==> config.mk <==
export PLATFORM = sky130hd
export DESIGN_NAME = supply_fault_lockout_logic
export DESIGN_NICKNAME = d
export VERILOG_FILES = /design/src/rtl/supply_fault_pkg.sv /design/src/rtl/supply_fault_lockout_logic.sv
export SDC_FILE = /design/constraint.sdc
export NUM_CORES = 1
export LEC_CHECK = 0
export BUFFER_PORTS_ARGS = -buffer_cell sky130_fd_sc_hd__clkbuf_2
export CORE_AREA = 5 5 96 98
export CTS_CLUSTER_DIAMETER = 80
export CTS_CLUSTER_SIZE = 24
export DETAILED_ROUTE_END_ITERATION = 8
export DIE_AREA = 0 0 101 103
export GPL_TIMING_DRIVEN = 1
export RECOVER_POWER = 100
export SLEW_MARGIN = 20
export SYNTH_ARGS = -nofsm -noshare
export SYNTH_HDL_FRONTEND = slang
export SYNTH_SLANG_ARGS = --single-unit
==> constraint.sdc <==
create_clock -name clk -period 3.7 [get_ports clk]
set_input_delay 0.74 -clock clk [delete_from_list [all_inputs] [get_ports clk]]
set_output_delay 0.74 -clock clk [all_outputs]
set_load 0.02 [all_outputs]
==> src/rtl/supply_fault_pkg.sv <==
// Constants for the supply fault lockout block: register map, bit fields, reset values.
// Assumes a plain register port with read data one cycle after the read strobe.
// How it works
// RULE1: Input lockout flags ignore enables and global enable
// RULE2: Undervoltage status mirrors synchronized comparator level
// RULE3: Overvoltage status mirrors synchronized comparator level
// RULE4: Undervoltage threshold code is six bits
// RULE5: Input overvoltage threshold code is six bits
// RULE6: Undervoltage enable gates the lockout action
// RULE7: Undervoltage with enable forces both drivers off
// RULE8: Undervoltage status clears itself when voltage recovers
// RULE9: Input overvoltage with enable forces drivers off
// RULE10: Input overvoltage status clears itself automatically
// RULE11: Undervoltage flag follows rise and fall selects
// RULE12: Input overvoltage flag follows edge selects
// RULE13: Low input above core alive reports undervoltage
// RULE14: Firmware should poll undervoltage status bit
// RULE15: Firmware disables voltage amplifier before output protection
// RULE16: Output comparator result reported when sense higher
// RULE17: Output overvoltage drives secondary high, primary low
// RULE18: Output overvoltage flag ignores enables
// RULE19: Threshold upper two bits read zero
// RULE20: Output overvoltage flag follows edge selects
// RULE21: Output overvoltage status bit is read only
// RULE22: Output overvoltage level code is eight bits
// RULE23: Comparator inputs pass two synchronizing flip-flops
// RULE24: Flags stay set; set beats clear
package supply_fault_pkg;
	localparam int ADDR_W = 4;
	localparam int DATA_W = 8;
	localparam logic [ADDR_W-1:0] ADDR_LOCKOUT_CTRL = 4'h0;
	localparam logic [ADDR_W-1:0] ADDR_UV_THRESH = 4'h1;
	localparam logic [ADDR_W-1:0] ADDR_OV_THRESH = 4'h2;
	localparam logic [ADDR_W-1:0] ADDR_OUT_OV_CTRL = 4'h3;
	localparam logic [ADDR_W-1:0] ADDR_OUT_OV_LEVEL = 4'h4;
	localparam logic [ADDR_W-1:0] ADDR_FLAGS = 4'h5;
	// Lockout control fields
	localparam int UV_EN_BIT = 7;
	localparam int UV_STAT_BIT = 6;
	localparam int UV_RISE_BIT = 5;
	localparam int UV_FALL_BIT = 4;
	localparam int IOV_EN_BIT = 3;
	localparam int IOV_STAT_BIT = 2;
	localparam int IOV_RISE_BIT = 1;
	localparam int IOV_FALL_BIT = 0;
	// Output overvoltage control fields
	localparam int OOV_EN_BIT = 3;
	localparam int OOV_STAT_BIT = 2;
	localparam int OOV_RISE_BIT = 1;
	localparam int OOV_FALL_BIT = 0;
	// Flag register fields
	localparam int FLAG_UV_BIT = 0;
	localparam int FLAG_IOV_BIT = 1;
	localparam int FLAG_OOV_BIT = 2;
	localparam int CODE_W = 6;
	localparam int LEVEL_W = 8;
	localparam int NUM_CMP = 3;
	localparam int CMP_UV = 0;
	localparam int CMP_IOV = 1;
	localparam int CMP_OOV = 2;
	localparam logic [CODE_W-1:0] CODE_RST = 6'h00;
	localparam logic [LEVEL_W-1:0] LEVEL_RST = 8'h00;
	localparam logic [DATA_W-1:0] DATA_ZERO = 8'h00;
endpackage : supply_fault_pkg

==> src/rtl/supply_fault_lockout_logic.sv <==
// Control logic behind the undervoltage, input overvoltage and output overvoltage comparators.
// Assumes comparators are asynchronous levels and the register master never waits.
//
// The register addresses and the address-and-strobe port were left to the implementer.
`timescale 1ns/1ps
module supply_fault_lockout_logic (
	input wire logic clk,
	input wire logic rst_n,
	input wire logic [supply_fault_pkg::ADDR_W-1:0] reg_addr,
	input wire logic [supply_fault_pkg::DATA_W-1:0] reg_wdata,
	input wire logic reg_wr,
	input wire logic reg_rd,
	output logic [supply_fault_pkg::DATA_W-1:0] reg_rdata,
	input wire logic undervolt_cmp,
	input wire logic input_overvolt_cmp,
	input wire logic output_overvolt_cmp,
	input wire logic primary_gate_req,
	input wire logic secondary_gate_req,
	output logic [supply_fault_pkg::CODE_W-1:0] undervolt_code,
	output logic [supply_fault_pkg::CODE_W-1:0] input_overvolt_code,
	output logic [supply_fault_pkg::LEVEL_W-1:0] output_overvolt_code,
	output logic primary_gate_out,
	output logic secondary_gate_out,
	output logic [supply_fault_pkg::NUM_CMP-1:0] fault_flags
);
	localparam int N = supply_fault_pkg::NUM_CMP;
	logic [N-1:0] cmp_raw;
	logic [N-1:0] sync1_q, sync1_d;
	logic [N-1:0] sync2_q, sync2_d;
	logic [N-1:0] prev_q, prev_d;
	logic [N-1:0] en_q, en_d;
	logic [N-1:0] rise_sel_q, rise_sel_d;
	logic [N-1:0] fall_sel_q, fall_sel_d;
	logic [N-1:0] flag_q, flag_d;
	logic [N-1:0] edge_hit;
	logic [N-1:0] flag_clr;
	logic [supply_fault_pkg::CODE_W-1:0] uv_code_q, uv_code_d;
	logic [supply_fault_pkg::CODE_W-1:0] iov_code_q, iov_code_d;
	logic [supply_fault_pkg::LEVEL_W-1:0] oov_code_q, oov_code_d;
	logic [supply_fault_pkg::DATA_W-1:0] rdata_q, rdata_d;
	logic pgate_q, pgate_d;
	logic sgate_q, sgate_d;
	logic wr_lock, wr_out, wr_flags;

	assign cmp_raw[supply_fault_pkg::CMP_UV] = undervolt_cmp;
	assign cmp_raw[supply_fault_pkg::CMP_IOV] = input_overvolt_cmp;
	// Comparator itself decides sense above reference
	assign cmp_raw[supply_fault_pkg::CMP_OOV] = output_overvolt_cmp; // RULE16

	assign wr_lock = reg_wr && (reg_addr == supply_fault_pkg::ADDR_LOCKOUT_CTRL);
	assign wr_out = reg_wr && (reg_addr == supply_fault_pkg::ADDR_OUT_OV_CTRL);
	assign wr_flags = reg_wr && (reg_addr == supply_fault_pkg::ADDR_FLAGS);

	// Synchronizer and edge history
	always_comb begin
		sync1_d = cmp_raw;
		sync2_d = sync1_q; // RULE23
		prev_d = sync2_q;
	end

	always_ff @(posedge clk) begin
		if (!rst_n) begin
			sync1_q <= '0;
			sync2_q <= '0;
			prev_q <= '0;
		end else begin
			sync1_q <= sync1_d;
			sync2_q <= sync2_d;
			prev_q <= prev_d;
		end
	end

	// Per comparator edge qualification and sticky flag
	genvar gi;
	generate
		for (gi = 0; gi < N; gi++) begin : g_flag
			// Enable bits deliberately play no part here
			assign edge_hit[gi] = (rise_sel_q[gi] && sync2_q[gi] && !prev_q[gi]) ||
				(fall_sel_q[gi] && !sync2_q[gi] && prev_q[gi]); // RULE1 RULE11 RULE12 RULE18 RULE20
			// Write zero to a bit clears it, write one leaves it
			assign flag_clr[gi] = wr_flags && !reg_wdata[gi];
		end
	endgenerate

	always_comb begin
		flag_d = (flag_q & ~flag_clr) | edge_hit; // RULE24
	end

	always_ff @(posedge clk) begin
		if (!rst_n) begin
			flag_q <= '0;
		end else begin
			flag_q <= flag_d;
		end
	end

	// Control and threshold registers
	always_comb begin
		en_d = en_q;
		rise_sel_d = rise_sel_q;
		fall_sel_d = fall_sel_q;
		uv_code_d = uv_code_q;
		iov_code_d = iov_code_q;
		oov_code_d = oov_code_q;
		if (wr_lock) begin
			en_d[supply_fault_pkg::CMP_UV] = reg_wdata[supply_fault_pkg::UV_EN_BIT];
			rise_sel_d[supply_fault_pkg::CMP_UV] = reg_wdata[supply_fault_pkg::UV_RISE_BIT];
			fall_sel_d[supply_fault_pkg::CMP_UV] = reg_wdata[supply_fault_pkg::UV_FALL_BIT];
			en_d[supply_fault_pkg::CMP_IOV] = reg_wdata[supply_fault_pkg::IOV_EN_BIT];
			rise_sel_d[supply_fault_pkg::CMP_IOV] = reg_wdata[supply_fault_pkg::IOV_RISE_BIT];
			fall_sel_d[supply_fault_pkg::CMP_IOV] = reg_wdata[supply_fault_pkg::IOV_FALL_BIT];
		end
		if (wr_out) begin
			en_d[supply_fault_pkg::CMP_OOV] = reg_wdata[supply_fault_pkg::OOV_EN_BIT];
			rise_sel_d[supply_fault_pkg::CMP_OOV] = reg_wdata[supply_fault_pkg::OOV_RISE_BIT];
			fall_sel_d[supply_fault_pkg::CMP_OOV] = reg_wdata[supply_fault_pkg::OOV_FALL_BIT];
		end
		if (reg_wr && (reg_addr == supply_fault_pkg::ADDR_UV_THRESH)) begin
			uv_code_d = reg_wdata[supply_fault_pkg::CODE_W-1:0]; // RULE4 RULE19
		end
		if (reg_wr && (reg_addr == supply_fault_pkg::ADDR_OV_THRESH)) begin
			iov_code_d = reg_wdata[supply_fault_pkg::CODE_W-1:0]; // RULE5 RULE19
		end
		if (reg_wr && (reg_addr == supply_fault_pkg::ADDR_OUT_OV_LEVEL)) begin
			oov_code_d = reg_wdata; // RULE22
		end
	end

	always_ff @(posedge clk) begin
		if (!rst_n) begin
			en_q <= '0;
			rise_sel_q <= '0;
			fall_sel_q <= '0;
			uv_code_q <= supply_fault_pkg::CODE_RST;
			iov_code_q <= supply_fault_pkg::CODE_RST;
			oov_code_q <= supply_fault_pkg::LEVEL_RST;
		end else begin
			en_q <= en_d;
			rise_sel_q <= rise_sel_d;
			fall_sel_q <= fall_sel_d;
			uv_code_q <= uv_code_d;
			iov_code_q <= iov_code_d;
			oov_code_q <= oov_code_d;
		end
	end

	// Gate driver override; output overvoltage takes priority over lockout
	always_comb begin
		pgate_d = primary_gate_req;
		sgate_d = secondary_gate_req;
		if ((en_q[supply_fault_pkg::CMP_UV] && sync2_q[supply_fault_pkg::CMP_UV]) ||
			(en_q[supply_fault_pkg::CMP_IOV] && sync2_q[supply_fault_pkg::CMP_IOV])) begin
			pgate_d = 1'b0; // RULE6 RULE7 RULE9
			sgate_d = 1'b0; // RULE7 RULE9
		end
		// Secondary on clamps the output while primary stays off
		if (en_q[supply_fault_pkg::CMP_OOV] && sync2_q[supply_fault_pkg::CMP_OOV]) begin
			pgate_d = 1'b0; // RULE17
			sgate_d = 1'b1; // RULE17
		end
	end

	always_ff @(posedge clk) begin
		if (!rst_n) begin
			pgate_q <= 1'b0;
			sgate_q <= 1'b0;
		end else begin
			pgate_q <= pgate_d;
			sgate_q <= sgate_d;
		end
	end

	// Read path; status bits are live levels so they clear on their own
	always_comb begin
		rdata_d = supply_fault_pkg::DATA_ZERO;
		if (reg_rd) begin
			case (reg_addr)
				supply_fault_pkg::ADDR_LOCKOUT_CTRL: begin
					rdata_d[supply_fault_pkg::UV_EN_BIT] = en_q[supply_fault_pkg::CMP_UV];
					rdata_d[supply_fault_pkg::UV_STAT_BIT] =
						sync2_q[supply_fault_pkg::CMP_UV]; // RULE2 RULE8 RULE13
					rdata_d[supply_fault_pkg::UV_RISE_BIT] = rise_sel_q[supply_fault_pkg::CMP_UV];
					rdata_d[supply_fault_pkg::UV_FALL_BIT] = fall_sel_q[supply_fault_pkg::CMP_UV];
					rdata_d[supply_fault_pkg::IOV_EN_BIT] = en_q[supply_fault_pkg::CMP_IOV];
					rdata_d[supply_fault_pkg::IOV_STAT_BIT] =
						sync2_q[supply_fault_pkg::CMP_IOV]; // RULE3 RULE10
					rdata_d[supply_fault_pkg::IOV_RISE_BIT] = rise_sel_q[supply_fault_pkg::CMP_IOV];
					rdata_d[supply_fault_pkg::IOV_FALL_BIT] = fall_sel_q[supply_fault_pkg::CMP_IOV];
				end
				supply_fault_pkg::ADDR_UV_THRESH: begin
					rdata_d[supply_fault_pkg::CODE_W-1:0] = uv_code_q; // RULE19
				end
				supply_fault_pkg::ADDR_OV_THRESH: begin
					rdata_d[supply_fault_pkg::CODE_W-1:0] = iov_code_q; // RULE19
				end
				supply_fault_pkg::ADDR_OUT_OV_CTRL: begin
					rdata_d[supply_fault_pkg::OOV_EN_BIT] = en_q[supply_fault_pkg::CMP_OOV];
					rdata_d[supply_fault_pkg::OOV_STAT_BIT] =
						sync2_q[supply_fault_pkg::CMP_OOV]; // RULE21
					rdata_d[supply_fault_pkg::OOV_RISE_BIT] = rise_sel_q[supply_fault_pkg::CMP_OOV];
					rdata_d[supply_fault_pkg::OOV_FALL_BIT] = fall_sel_q[supply_fault_pkg::CMP_OOV];
				end
				supply_fault_pkg::ADDR_OUT_OV_LEVEL: begin
					rdata_d = oov_code_q;
				end
				supply_fault_pkg::ADDR_FLAGS: begin
					rdata_d[N-1:0] = flag_q;
				end
				default: begin
					rdata_d = supply_fault_pkg::DATA_ZERO;
				end
			endcase
		end
	end

	always_ff @(posedge clk) begin
		if (!rst_n) begin
			rdata_q <= supply_fault_pkg::DATA_ZERO;
		end else begin
			rdata_q <= rdata_d;
		end
	end

	assign reg_rdata = rdata_q;
	assign undervolt_code = uv_code_q;
	assign input_overvolt_code = iov_code_q;
	assign output_overvolt_code = oov_code_q;
	assign primary_gate_out = pgate_q;
	assign secondary_gate_out = sgate_q;
	assign fault_flags = flag_q;
endmodule : supply_fault_lockout_logic

==> run summary <==
Synth Register Bits -> 51
Power density of the placed cells -> 399.6 nW/um2
Worst reg2reg endpoint -> reg_rdata[2]
Synth Instances -> 242
Area used by sequential logic in the layout -> 1021 um2
Commonest cells after routing, fill and taps aside -> 51 x dfxtp_1, 36 x clkbuf_1, 23 x nand3_1, 23 x o21ai_0, 21 x a21boi_0
Setup slack at placement -> 1.310 ns
Synthesized net count -> 263
Multiplexer share of the synthesized area -> 0.1050
Multi-input combinational cell area -> 1145 um2
Data arrival at the endpoint of the critical path -> 2.80 ns
Final setup violation count -> 0
Clock root buffer -> clkbuf_8
Worst setup path startpoint -> reg_addr[2]
Hold bufs inserted after CTS -> 0
Yosys warns -> 0
FILL cells -> 892
Std cell rows -> 34
Maximum fanout along the worst path -> 24
Synth Area in XOR/XNOR -> 0
Resized Gates After CTS -> 0
Setup crit end kind -> flop
Buffers added on ports -> 53
Violations in the final reports -> max-capacitance violations, max-slew violations
Total number of H-tree levels -> 2
Maximum vdd ir drop -> 0.1777 mV
DR vias -> 1961
Area fraction in compound gates after synthesis -> 0.1813
Clock Pin Slew Worst Setup and Hold Paths -> 0.09 ns
Fraction of layout cells with a size suffix above 1 -> 0.1193
Post-CTS setup-driven buffer insertion count -> 0
Number of global-route vias before repair -> 1885
Clock tree skew after final layout -> 0.01142 ns
Maximum operating frequency -> 385.1 MHz
Post-synthesis sequential area ratio -> 0.4511
Core Region -> 8381 um2
Relative slew slack -> -0.1837
Final period utilization -> 0.7018
Synth Area in Adders -> 0.004422
Fraction of registers with async set or reset after synthesis -> 0
Post-route DRC -> 0
Half-perimeter wire length after placement -> 4.555 mm
Setup slack of the critical path after layout -> 1.103 ns
Worst-case clock buffer depth -> 2
Primary FF master, synth -> dfxtp_1
Final cell utilization of the core -> 0.3164
Syn Area/Cell -> 9.353 um2
Unrepaired setup endpoints after global routing -> false
Initial DRT Pass Iterations -> 5
Remaining Overflow, GRT -> 0
Global router's overall resource usage -> 0.1246
Final RePlAce weighted congestion -> 0.8708
Tightest Pin Transition -> 1.776 ns
Die height -> 103 um
CTS Buf Count -> 5
Wire length of the first global-routing pass -> 10.07 mm
Antenna cells -> 0
Most common cell after layout, fill and taps aside -> dfxtp_1
Worst reg-to-reg setup slack -> 2.54 ns
Logic depth of the worst register-to-register path -> 3
Clock network latency to the later pin of the worst-skew pair -> 0.31 ns
Sort of element at the start of the critical path -> primary input
Number of distinct standard cells referenced by the synthesized netlist -> 38
Largest net degree at the start of global routing -> 50
Post-route setup TNS -> 0 ns
Critical Path RT -> 3.90 ns
Starting density of the core -> 0.2701
Power, Total -> 1059 uW
Largest family of logic cells by synthesized area -> simple AND/OR/NAND/NOR gates
Max cap viols -> 1
Fin nets -> 305
I/O pin cnt -> 54
Status -> finished, violations left
Vias per std cell -> 4.990
Fraction of the mapped netlist area in simple logic gates -> 0.2150
Launching point of the worst reg2reg path -> prev_d[1]
Die Area -> 10400 um2
Final Max Tran Viols -> 50
TritonCTS clock tree -> built
Die W -> 101 um
Area growth from synthesis to layout -> 17.14%
Worst setup endpoint -> fault_flags[0]
Clock Sinks -> 51
Class of the most critical setup path -> in2reg
Number of DRC markers after the initial detailed-route iteration -> 132
Cell count of the worst hold path -> 1
Post-detailed-route wirelength per cell -> 16.02 um
Endpoints failing hold -> 0
EDFF count, synth -> 0
Post-synth design cell area -> 2263 um2
Final wirelength -> 6.294 mm
Number of nets still failing antenna checks after routing -> 0
Shortest clock period the worst path allows after layout -> 2.597 ns
Static power due to leakage -> 0.0008973 uW
Hold Crit Class -> reg2reg
Initial antenna violation count -> 0
## how the worst min path moves through the flow
stage / from / endpoint / slack (ns)
finish: sync1_q[1] / prev_d[1] / 0.44
global route: sync1_q[1] / prev_d[1] / 0.45
CTS: sync1_q[0] / prev_d[0] / 0.45
detailed placement: sync1_q[0] / prev_d[0] / 0.42
global placement: sync1_q[2] / prev_d[2] / 0.41
floorplan: sync1_q[0] / prev_d[0] / 0.41
## worst max-delay path, stage by stage
cell and delay (ns):
clkbuf_1 0.83, nand3b_1 0.61, o31a_1 0.44, o21a_1 0.17
## report_power, final
part | switching (uW) | internal, uW
Clock | 188 | 219
Sequential | 6.40 | 558
Combinational | 57.7 | 30.5
Total | 252 | 807
## routing by layer
| metal | GRT usage | wire length (um) |
|---|---|---|
| met1 | 0.1771 | 3020 |
| met2 | 0.1792 | 2709 |
| met3 | 0.03586 | 465 |
| met4 | 0.04397 | 97 |
| met5 | 0 | 0 |
## cell families after synthesis
family | Yosys count
AO/OA/AOI/OAI | 62
multiplexers | 22
flip-flops | 51
adder cells (fa/ha/maj) | 1
buffers and inverters | 20
AND/OR/NAND/NOR | 86
## through the flow
| stage | hold WS [ns] | instance area (um2) | instances |
|---|---|---|---|
| final | 0.4418 | 2651 | 393 |
| after global routing | 0.4531 | 2651 | 393 |
| after CTS | 0.4457 | 2699 | 393 |
| after detailed placement | 0.4242 | 2581 | 385 |
| after global placement | 0.4149 | 2581 | 385 |
| after floorplan | 0.4119 | 2263 | 242 |
## cell type report
| cell class | count | share of cell area |
|---|---|---|
| clock inverter | 2 | 0.01321 |
| multi-input combinational | 171 | 0.4318 |
| tap | 108 | 0.05097 |
| sequential | 51 | 0.3851 |
| timing repair buffer | 55 | 0.08778 |
| clock buffer | 6 | 0.03115 |
## sequential cells by signal, summed over array words and instances, names as in the netlist, 6 cells and up
name,flops
input_overvolt_code,6
output_overvolt_code,8
undervolt_code,6
reg_rdata,8
## Yosys cell counts, types with 2 or more instances
master / instances / area [um2]
buf_2: 6 / 30.03
o21ai_0: 23 / 115.1
nand2_1: 20 / 75.07
nor2_1: 3 / 11.26
or3_1: 4 / 25.02
nor2b_1: 3 / 18.77
a21boi_0: 21 / 157.7
and2_1: 9 / 56.30
nand3_1: 23 / 115.1
a211oi_1: 2 / 15.01
nand3b_1: 12 / 90.09
a31oi_1: 2 / 12.51
clkbuf_1: 10 / 37.54
o31a_1: 3 / 26.28
mux2_2: 4 / 45.04
nor3_1: 3 / 15.01
o21a_1: 5 / 37.54
mux2i_1: 17 / 170.2
dfxtp_1: 51 / 1021
buf_4: 2 / 15.01
nand2b_1: 2 / 12.51
(Power assumes the default switching activity.)
